### src/cpd_pkg.sv
// constants, codes and carrier types of the call-progress decode output block
package cpd_pkg;

    ////////////////////////////////////////////////////////////////////////////
    // clock and time base
    localparam int unsigned CPD_CLK_HZ     = 25_000_000; // system clock rate
    localparam int unsigned CPD_CLK_NS     = 40;         // system clock period
    localparam int unsigned CPD_MS_PER_S   = 1000;       // unit conversion
    localparam int unsigned CPD_SAMPLE_HZ  = 9300;       // line sample rate
    localparam int unsigned CPD_ASSESS_MS  = 7;          // main assessment interval
    localparam int unsigned CPD_A620_MS    = 55;         // 620 hz assessment interval
    localparam int unsigned CPD_CONSIST_MS = 145;        // least consistent time
    localparam int unsigned CPD_PULSE_NS   = 5000;       // irq pulse, select held low

    // derived cycle counts
    localparam int unsigned CPD_SAMPLE_CYC = CPD_CLK_HZ / CPD_SAMPLE_HZ;
    localparam int unsigned CPD_ASSESS_CYC = CPD_CLK_HZ / CPD_MS_PER_S * CPD_ASSESS_MS;
    localparam int unsigned CPD_A620_CYC   = CPD_CLK_HZ / CPD_MS_PER_S * CPD_A620_MS;
    localparam int unsigned CPD_PULSE_CYC  = (CPD_PULSE_NS + CPD_CLK_NS - 1) / CPD_CLK_NS;

    // counter widths and thresholds, in assessments; pulse load in clock cycles
    localparam int unsigned CPD_STAB_W  = 5;
    localparam int unsigned CPD_C620_W  = 2;
    localparam int unsigned CPD_PULSE_W = 7;
    localparam logic [CPD_STAB_W-1:0] CPD_CONSIST_N =
        CPD_STAB_W'((CPD_CONSIST_MS + CPD_ASSESS_MS - 1) / CPD_ASSESS_MS);
    localparam logic [CPD_C620_W-1:0] CPD_C620_N =
        CPD_C620_W'((CPD_CONSIST_MS + CPD_A620_MS - 1) / CPD_A620_MS);
    localparam logic [CPD_PULSE_W-1:0] CPD_PULSE_LOAD = CPD_PULSE_W'(CPD_PULSE_CYC);

    ////////////////////////////////////////////////////////////////////////////
    // frequency limits in hz
    typedef logic [11:0] cpd_freq_t;
    localparam cpd_freq_t CPD_SPAN_LO = 12'h0b4; // 180
    localparam cpd_freq_t CPD_SPAN_HI = 12'h8e8; // 2280
    localparam cpd_freq_t CPD_NCP_LO  = 12'h0be; // 190
    localparam cpd_freq_t CPD_NCP_HI  = 12'h37f; // 895
    localparam cpd_freq_t CPD_CP_LO   = 12'h154; // 340
    localparam cpd_freq_t CPD_CP_HI   = 12'h2bc; // 700
    localparam cpd_freq_t CPD_D620_LO = 12'h24e; // 590
    localparam cpd_freq_t CPD_D620_HI = 12'h28a; // 650
    localparam cpd_freq_t CPD_FAXH_LO = 12'h834; // 2100
    localparam cpd_freq_t CPD_FAXH_HI = 12'h898; // 2200
    localparam cpd_freq_t CPD_FAXL_LO = 12'h4b0; // 1200
    localparam cpd_freq_t CPD_FAXL_HI = 12'h514; // 1300
    localparam cpd_freq_t CPD_SIT_A   = 12'h3b6; // 950
    localparam cpd_freq_t CPD_SIT_B   = 12'h578; // 1400
    localparam cpd_freq_t CPD_SIT_C   = 12'h708; // 1800
    localparam cpd_freq_t CPD_SIT_TOL = 12'h032; // 50 either side
    localparam logic [7:0] CPD_SNR_MIN = 8'h10;  // 16 db

    ////////////////////////////////////////////////////////////////////////////
    // decode word values; reserved codes have no member
    typedef enum logic [3:0] {
        CPD_NO_SIG       = 4'h0,
        CPD_CP_DUAL      = 4'h1,
        CPD_NCP          = 4'h2,
        CPD_CP_DUAL620   = 4'h3,
        CPD_SIT          = 4'h4,
        CPD_CP_SINGLE    = 4'h5,
        CPD_NCP_SINGLE   = 4'h6,
        CPD_CP_SINGLE620 = 4'h7,
        CPD_FAX_HIGH     = 4'h8,
        CPD_FAX_LOW      = 4'hc
    } cpd_code_e;

    // spectral features from the upstream analyser
    typedef struct packed {
        logic       present; // any tonal energy seen
        logic       dual;    // two components
        cpd_freq_t  f_lo;    // lower or only component
        cpd_freq_t  f_hi;    // upper component when dual
        logic [7:0] snr_db;  // signal to noise in db
    } cpd_feat_s;

endpackage : cpd_pkg

### src/cpd_decode_out.sv
// classification, consistency and bus output logic of the tone decoder
//
// Summary of operation
// - line sampled at 9.3 khz from clock
// - call progress needs 340-700 hz, snr 16db
// - 145 ms consistency, assessment every 7 ms
// - 620 hz detector: 145 ms, every 55 ms
// - 620 hz band is 590 to 650 hz
// - code 0010 for non call progress
// - code 0000 when absent or out of span
// - decode word gated by level detector
// - interrupt whenever decode word changes
// - code 0001 for call progress dual tone
// - code 0011 for dual with 620 hz
// - code 0100 for special information tone
// - code 0101 for call progress single tone
// - code 0110 for single non call tone
// - code 0111 for single with 620 hz
// - code 1000 for fax/modem high tone
// - code 1100 for fax/modem low tone
// - reserved codes never presented
// - decode pins driven only while select low
// - open-drain irq low; select low clears
// - select held low gives 5 us pulse
// - enable low resets all and floats outputs
`timescale 1ns/1ps
`default_nettype none
module cpd_decode_out #(
    parameter int unsigned P_SAMPLE_CYC = cpd_pkg::CPD_SAMPLE_CYC, // sample period
    parameter int unsigned P_ASSESS_CYC = cpd_pkg::CPD_ASSESS_CYC, // 7 ms period
    parameter int unsigned P_A620_CYC   = cpd_pkg::CPD_A620_CYC    // 55 ms period
) (
    input  wire logic              i_clk_sys,          // system clock
    input  wire logic              i_nrst,             // async reset, active low
    input  wire logic              i_enable,           // low selects power save
    input  wire logic              i_level_ok,         // level detector flag
    input  wire cpd_pkg::cpd_feat_s i_feat,            // analyser features
    input  wire logic              i_output_select_n,  // host output select
    input  wire logic              i_change_irq_n_in,  // irq wire level
    output logic                   o_sample_stb,       // sample strobe to analyser
    output logic [3:0]             o_decode_bits,      // decode_bit3..decode_bit0
    output logic [3:0]             o_decode_oe,        // decode pin drive enables
    output logic                   o_change_irq_n_out, // irq pin level when driven
    output logic                   o_change_irq_n_oe   // irq pin pulls low
);
    import cpd_pkg::*;

    ////////////////////////////////////////////////////////////////////////////
    // time base
    wire logic clr;     // power save restarts all timers
    wire logic tick;    // 7 ms assessment enable
    wire logic tick620; // 55 ms assessment enable

    assign clr = ~i_enable;

    // sample strobe, counted from the clock
    cpd_tick_gen #(.PERIOD(P_SAMPLE_CYC)) u_smp (
        .i_clk_sys (i_clk_sys),
        .i_nrst    (i_nrst),
        .i_clr     (clr),
        .o_tick    (o_sample_stb)
    );

    // main assessment interval
    cpd_tick_gen #(.PERIOD(P_ASSESS_CYC)) u_ass (
        .i_clk_sys (i_clk_sys),
        .i_nrst    (i_nrst),
        .i_clr     (clr),
        .o_tick    (tick)
    );

    // 620 hz assessment interval
    cpd_tick_gen #(.PERIOD(P_A620_CYC)) u_620 (
        .i_clk_sys (i_clk_sys),
        .i_nrst    (i_nrst),
        .i_clr     (clr),
        .o_tick    (tick620)
    );

    ////////////////////////////////////////////////////////////////////////////
    // frequency tests
    function automatic logic in_rng(cpd_freq_t f, cpd_freq_t lo, cpd_freq_t hi);
        return (f >= lo) && (f <= hi);
    endfunction : in_rng

    wire cpd_freq_t f_a;     // lower or only component
    wire cpd_freq_t f_b;     // upper component, or the only one again
    wire logic      pres;    // tonal energy present
    wire logic      single;  // one component only
    wire logic      in_span; // some component inside the decode span
    wire logic      all_cp;  // every component in call progress band
    wire logic      any_cp;  // some component in call progress band
    wire logic      all_ncp; // every component in non call range
    wire logic      snr_ok;  // quality good enough
    wire logic      fax_hi;  // fax/modem high tone
    wire logic      fax_lo;  // fax/modem low tone
    wire logic      sit;     // special information tone
    wire logic      hit620;  // component inside 620 hz band

    assign f_a     = i_feat.f_lo;
    assign f_b     = i_feat.dual ? i_feat.f_hi : i_feat.f_lo;
    assign pres    = i_feat.present;
    assign single  = ~i_feat.dual;
    assign in_span = in_rng(f_a, CPD_SPAN_LO, CPD_SPAN_HI)
                   | in_rng(f_b, CPD_SPAN_LO, CPD_SPAN_HI);
    assign all_cp  = in_rng(f_a, CPD_CP_LO, CPD_CP_HI) & in_rng(f_b, CPD_CP_LO, CPD_CP_HI);
    assign any_cp  = in_rng(f_a, CPD_CP_LO, CPD_CP_HI) | in_rng(f_b, CPD_CP_LO, CPD_CP_HI);
    assign all_ncp = in_rng(f_a, CPD_NCP_LO, CPD_NCP_HI)
                   & in_rng(f_b, CPD_NCP_LO, CPD_NCP_HI);
    assign snr_ok  = (i_feat.snr_db >= CPD_SNR_MIN);
    assign fax_hi  = in_rng(f_a, CPD_FAXH_LO, CPD_FAXH_HI)
                   & in_rng(f_b, CPD_FAXH_LO, CPD_FAXH_HI);
    assign fax_lo  = in_rng(f_a, CPD_FAXL_LO, CPD_FAXL_HI)
                   & in_rng(f_b, CPD_FAXL_LO, CPD_FAXL_HI);
    assign sit     = single & (in_rng(f_a, CPD_SIT_A - CPD_SIT_TOL, CPD_SIT_A + CPD_SIT_TOL)
                   | in_rng(f_a, CPD_SIT_B - CPD_SIT_TOL, CPD_SIT_B + CPD_SIT_TOL)
                   | in_rng(f_a, CPD_SIT_C - CPD_SIT_TOL, CPD_SIT_C + CPD_SIT_TOL));
    // single tone or either component of a dual
    assign hit620  = pres & (in_rng(f_a, CPD_D620_LO, CPD_D620_HI)
                   | in_rng(f_b, CPD_D620_LO, CPD_D620_HI));

    ////////////////////////////////////////////////////////////////////////////
    // 620 hz detector
    logic [CPD_C620_W-1:0] cnt620; // consecutive 55 ms hits, saturating
    wire  logic            det620; // 620 hz detected

    // consecutive hits at each 55 ms update
    always_ff @(posedge i_clk_sys or negedge i_nrst) begin
        if (!i_nrst) begin
            cnt620 <= '0;
        end else if (clr || (tick620 && !hit620)) begin
            cnt620 <= '0;
        end else if (tick620 && cnt620 != CPD_C620_N) begin
            cnt620 <= cnt620 + 1'b1;
        end
    end

    assign det620 = (cnt620 >= CPD_C620_N);

    ////////////////////////////////////////////////////////////////////////////
    // candidate code, highest priority first
    cpd_code_e cand; // this assessment's verdict

    always_comb begin
        if (!pres || !in_span) begin
            cand = CPD_NO_SIG;
        end else if (fax_hi) begin
            cand = CPD_FAX_HIGH;
        end else if (fax_lo) begin
            cand = CPD_FAX_LOW;
        end else if (sit) begin
            cand = CPD_SIT;
        end else if (all_cp && snr_ok) begin
            if (single) begin
                cand = det620 ? CPD_CP_SINGLE620 : CPD_CP_SINGLE;
            end else begin
                cand = det620 ? CPD_CP_DUAL620 : CPD_CP_DUAL;
            end
        end else if (all_ncp && single && !any_cp) begin
            cand = CPD_NCP_SINGLE;
        end else if (all_ncp) begin
            cand = CPD_NCP;
        end else begin
            cand = CPD_NO_SIG;                              // tone of no known class
        end
    end

    ////////////////////////////////////////////////////////////////////////////
    // consistency filter
    cpd_code_e             cand_prev;   // verdict of the last assessment
    cpd_code_e             commit;      // accepted classification
    logic [CPD_STAB_W-1:0] stab;        // equal verdicts in a row
    wire  logic            same;        // verdict repeats
    wire  logic [CPD_STAB_W-1:0] next_stab;
    wire  cpd_code_e       next_commit;

    assign same      = (cand == cand_prev);
    assign next_stab = !same ? CPD_STAB_W'(1)
                     : (stab == CPD_CONSIST_N) ? stab : stab + 1'b1;
    // accepted only after 145 ms of one verdict
    assign next_commit = (tick && next_stab >= CPD_CONSIST_N) ? cand : commit;

    // track verdicts at each 7 ms update
    always_ff @(posedge i_clk_sys or negedge i_nrst) begin
        if (!i_nrst) begin
            cand_prev <= CPD_NO_SIG;
            stab      <= '0;
            commit    <= CPD_NO_SIG;
        end else if (clr) begin
            cand_prev <= CPD_NO_SIG;
            stab      <= '0;
            commit    <= CPD_NO_SIG;
        end else if (tick) begin
            cand_prev <= cand;
            stab      <= next_stab;
            commit    <= next_commit;
        end
    end

    ////////////////////////////////////////////////////////////////////////////
    // presented word and change detect
    cpd_code_e  out_code; // word on the decode pins
    wire cpd_code_e gated; // level-gated result
    wire logic  changed;  // word changes this cycle

    assign gated   = i_level_ok ? next_commit : CPD_NO_SIG;
    assign changed = tick && (gated != out_code);

    // update the word at each assessment
    always_ff @(posedge i_clk_sys or negedge i_nrst) begin
        if (!i_nrst) begin
            out_code <= CPD_NO_SIG;
        end else if (clr) begin
            out_code <= CPD_NO_SIG;
        end else if (tick) begin
            out_code <= gated;
        end
    end

    ////////////////////////////////////////////////////////////////////////////
    // interrupt: held level, or pulse while select is low
    logic                   pending;   // held request awaiting select
    logic [CPD_PULSE_W-1:0] pulse_cnt; // pulse cycles left
    wire  logic             sel_low;   // host selects the outputs
    wire  logic             pulse_act; // pulse in progress
    wire  logic             irq_drive; // pull the irq wire low

    assign sel_low   = ~i_output_select_n;
    assign pulse_act = (pulse_cnt != '0);
    assign irq_drive = pending | pulse_act;

    // held request; set by a change while select is high, cleared by select low or power save
    always_ff @(posedge i_clk_sys or negedge i_nrst) begin
        if (!i_nrst) begin
            pending <= 1'b0;
        end else if (clr) begin
            pending <= 1'b0;
        end else if (changed && !sel_low) begin
            pending <= 1'b1;
        end else if (sel_low) begin
            pending <= 1'b0;
        end
    end

    // pulse when the change meets select already low
    always_ff @(posedge i_clk_sys or negedge i_nrst) begin
        if (!i_nrst) begin
            pulse_cnt <= '0;
        end else if (clr) begin
            pulse_cnt <= '0;
        end else if (changed && sel_low) begin
            pulse_cnt <= CPD_PULSE_LOAD;
        end else if (pulse_act) begin
            pulse_cnt <= pulse_cnt - 1'b1;
        end
    end

    ////////////////////////////////////////////////////////////////////////////
    // pins
    assign o_decode_bits      = out_code;
    assign o_decode_oe        = {4{sel_low & i_enable}};
    assign o_change_irq_n_out = 1'b0;                           // open drain
    assign o_change_irq_n_oe  = irq_drive;

    ////////////////////////////////////////////////////////////////////////////
    // checks
    localparam int PULSE_HOLD = int'(CPD_PULSE_CYC) - 1;
    localparam int SMP_W      = $clog2(P_SAMPLE_CYC) + 1;

    logic [SMP_W-1:0] smp_gap;  // cycles since last strobe
    logic             smp_seen; // a strobe occurred since enable

    // strobe spacing monitor
    always_ff @(posedge i_clk_sys or negedge i_nrst) begin
        if (!i_nrst) begin
            smp_gap  <= '0;
            smp_seen <= 1'b0;
        end else if (clr || o_sample_stb) begin
            smp_gap  <= '0;
            smp_seen <= o_sample_stb;
        end else begin
            smp_gap  <= smp_gap + 1'b1;
        end
    end
endmodule : cpd_decode_out
`default_nettype wire

### src/cpd_tick_gen.sv
// free-running divider giving a one-cycle enable every period cycles
`timescale 1ns/1ps
`default_nettype none
module cpd_tick_gen #(
    parameter int unsigned PERIOD = 2
) (
    input  wire logic i_clk_sys, // system clock
    input  wire logic i_nrst,    // async reset, active low
    input  wire logic i_clr,     // sync restart
    output logic      o_tick     // one-cycle enable
);
    localparam int unsigned   CW   = $clog2(PERIOD);
    localparam logic [CW-1:0] LAST = CW'(PERIOD - 1);

    logic [CW-1:0] count; // cycles into the period
    wire  logic    at_last;

    assign at_last = (count == LAST);

    ////////////////////////////////////////////////////////////////////////////
    // count and wrap
    always_ff @(posedge i_clk_sys or negedge i_nrst) begin
        if (!i_nrst) begin
            count <= '0;
        end else if (i_clr || at_last) begin
            count <= '0;
        end else begin
            count <= count + 1'b1;
        end
    end

    assign o_tick = at_last & ~i_clr;
endmodule : cpd_tick_gen
`default_nettype wire

### config.mk
export PLATFORM = sky130hd
export DESIGN_NAME = cpd_decode_out
export DESIGN_NICKNAME = d
export VERILOG_FILES = /design/src/cpd_pkg.sv /design/src/cpd_decode_out.sv /design/src/cpd_tick_gen.sv
export SDC_FILE = /design/constraint.sdc
export NUM_CORES = 1
export LEC_CHECK = 0
export BUFFER_PORTS_ARGS = -buffer_cell sky130_fd_sc_hd__buf_2
export CAP_MARGIN = 10
export CORE_ASPECT_RATIO = 1.2
export CORE_MARGIN = 2
export CORE_UTILIZATION = 55
export CTS_CLUSTER_DIAMETER = 60
export DETAILED_ROUTE_END_ITERATION = 12
export PLACE_DENSITY = 0.79
export SYNTH_ARGS = -nofsm -noshare
export SYNTH_HDL_FRONTEND = slang
export SYNTH_HIERARCHICAL = 1
export SYNTH_SLANG_ARGS = --single-unit
### constraint.sdc
create_clock -name i_clk_sys -period 3.88 [get_ports i_clk_sys]
set_input_delay 0.582 -clock i_clk_sys [delete_from_list [all_inputs] [get_ports i_clk_sys]]
set_output_delay 0.582 -clock i_clk_sys [all_outputs]
set_load 0.05 [all_outputs]
==> out/metrics.csv <==
metric;value;unit
status;finished, final reports clean;
antenna_found_initial;0;
coreArea;9960;sq um
fin_skew;0.00685;ns
die_area;11000;sq um
grt_pass1_vias;5071;
relSlewSlack;35.3;%
routed_wirelength;14300;microns
area_growth;12.5;%
grt_max_degree;79;
wl_met2;7010;microns
synth_top_family_by_area;simple AND/OR/NAND/NOR gates;
start_util;55.9;%
hold_viol;0;
cts.htree.levels;3;
synthTopCellsByCount;dfrtp_1 (78), nor2_1 (78), nand2_1 (51);
hpwl;10300;microns
highest_layer;met4;
first_iter_violations;365;
period_minus_slack;3.52;ns
dpl_worst_slack;0.0206;ns
ys_seq_area_share;35.0;%
arrival;3.73;ns
synth_cell_types;89;
cts_tree;done;
critPathKind;input port to flop;
cts_buffers;9;
die_h;114;microns
period_share;90.8;%
maxCapViolCount;0;
yosysWarningCount;6;
ios;51;
fin_ws;0.356;ns
final_nets;757;
cts.repair.resized;0;
critical_path.startpoint_type;input port;
grt_use_total;27.7;%
cts-root-buf;clkbuf_16;
synthAdderAreaFrac;1.57;%
fin_setup_tns;0;ns
synth-compound-area-share;20.6;%
via_count;5334;
syn_area;5570;sq um
ys_seq_elements;78;
multi_input_area;3340;sq um
clkSinkCount;78;
power.leakage;0.00258;uW
cts.path.max_buffers;2;
syn-num-nets;711;
fp-row-count;40;
power_density;348;nW/um^2
routedWlPerCell;17.0;microns
ant_nets;0;
post_cts_buffers;0;
synth_edf_count;0;
rsz0062_at_grt;no;
via_per_inst;6.34;
critPathMaxFanout;6;
synth_area_per_cell;8.39;sq um
max_freq;284;MHz
die_w;95.9;microns
drive_above_1_share;14.8;%
endpoint_kind;flop;
tightest_slew;0.971;ns
fill_cells;862;
dr_wl_met3;732;microns
setup_viol;0;
gp_congestion;0.974;
antenna_cells;0;
portBuffers;44;
synthMuxAreaShare;3.08;%
register_area;1950;sq um
async_flop_share;100;%
grt_pass1_wl;24200;microns
synth-simple-area-share;29.0;%
drt_pass1_iterations;5;
synth-main-ff-cell;dfrtp_1;
clock_latency;0.34;ns
clk_pin_slew;0.06;ns
drc_errors;0;
yosysTopAreaCell;dfrtp_1;
hold_class;input port to async pin;
slew_viol_final;0;
yosys.area_share.xor_xnor;5.66;%
required;4.09;ns
wl_met1;6040;microns
ir_drop;0.000299;V
yosys.area.top_type_share;35.0;%
syn_inst;664;
holdBufCountCts;0;
overflow;0;
synth_area_leaders;dfrtp_1 (35%), nor2_1 (5.3%), xnor2_1 (4.1%);
-- cell usage in the layout (no fill, tap or decap), types with 4 or more instances in the layout --
master / instances
or4_4: 4
nand4_1: 18
buf_2: 43
clkbuf_16: 9
or3_1: 14
a31oi_1: 6
buf_4: 23
or2_1: 4
ha_1: 7
inv_1: 33
nor3b_1: 4
a211oi_1: 4
o21ai_1: 12
o31ai_1: 8
nor2b_1: 5
nor4_1: 12
nand3b_1: 5
nand3_1: 30
nor3_1: 14
and3_1: 7
o22ai_1: 7
a21oi_1: 44
o211ai_1: 6
nand2_1: 51
xnor2_1: 26
nor2_1: 78
dfrtp_1: 78
a41oi_1: 4
and2_1: 8
mux2i_1: 16
o21ai_0: 28
a21o_1: 4
xor2_1: 10
nand2b_1: 9
or4_1: 5
-- metal layers --
layer,track usage [%],vias to the layer above
met5,0,-
met4,12.6,0
met3,4.28,33
met2,45.1,191
met1,36.1,2575
li1,-,2535
-- path summary, 6_finish.rpt --
path	start	endpoint	slack, ns	depth (start not counted)
worst max-delay path	i_feat[17]	pulse_cnt[2]	0.36	12
worst min-delay path	i_nrst	u_620/count[13]	0.40	1
worst max register to register	u_ass/count[10]	pulse_cnt[1]	1.18	11
worst min register to register	u_smp/count[0]	u_smp/count[0]	0.47	1
max in group asynchronous	i_nrst	pulse_cnt[6]	2.86	1
min in group i_clk_sys	u_smp/count[0]	u_smp/count[0]	0.47	1
-- per-stage QoR --
step	instance area, sq um	hold slack [ns]	utilization (%)	power [uW]	std cells
finish	6260	0.400	62.9	2180	841
CTS	6260	0.447	62.9	2200	841
global placement	5960	0.450	59.9	1320	825
detailed placement	5960	0.462	59.9	1340	825
global route	6260	0.488	62.9	2280	841
floorplan	5570	0.286	-	1210	664
-- report_power, final --
part	internal, uW	switching [uW]
combinational	167	282
clock	517	328
sequential	850	33.6
total	1530	643
-- critical path, cell delays in order --
cell,delay (ns)
buf_2,0.12
or4b_4,0.56
and2_1,0.22
nor4_1,0.37
o21ai_1,0.23
and2_1,0.21
a221oi_1,0.27
o22ai_1,0.12
a2111oi_0,0.40
mux2i_1,0.19
o211ai_2,0.32
o21ai_1,0.12
-- cell families (layout without fill, tap and decap cells) --
kind of cell,Yosys count,in the layout
buffers and inverters,65,116
multiplexers,17,17
AND/OR/NAND/NOR,293,293
AO/OA/AOI/OAI,167,167
other,1,1
adder cells (fa/ha/maj),7,7
XOR/XNOR,36,36
flip-flops,78,78
-- state kept, by name, indices dropped and copies added, names as in the netlist --
register,cells
commit,4
u_smp/count,12
pulse_cnt,7
u_ass/count,18
stab,5
u_620/count,21
cnt620,2
o_decode_bits,4
pending,1
cand_prev,4
-- area by class of cell --
class / count / share of cell area [%]
Clock inverter: 5 / 0.919
Tap cell: 126 / 2.52
Timing Repair Buffer: 66 / 6.19
Sequential cell: 78 / 31.2
Clock buffer: 11 / 3.88
Inverter: 34 / 2.04
Multi-Input combinational cell: 521 / 53.3
Note: power is estimated with default switching activity, not from simulation.
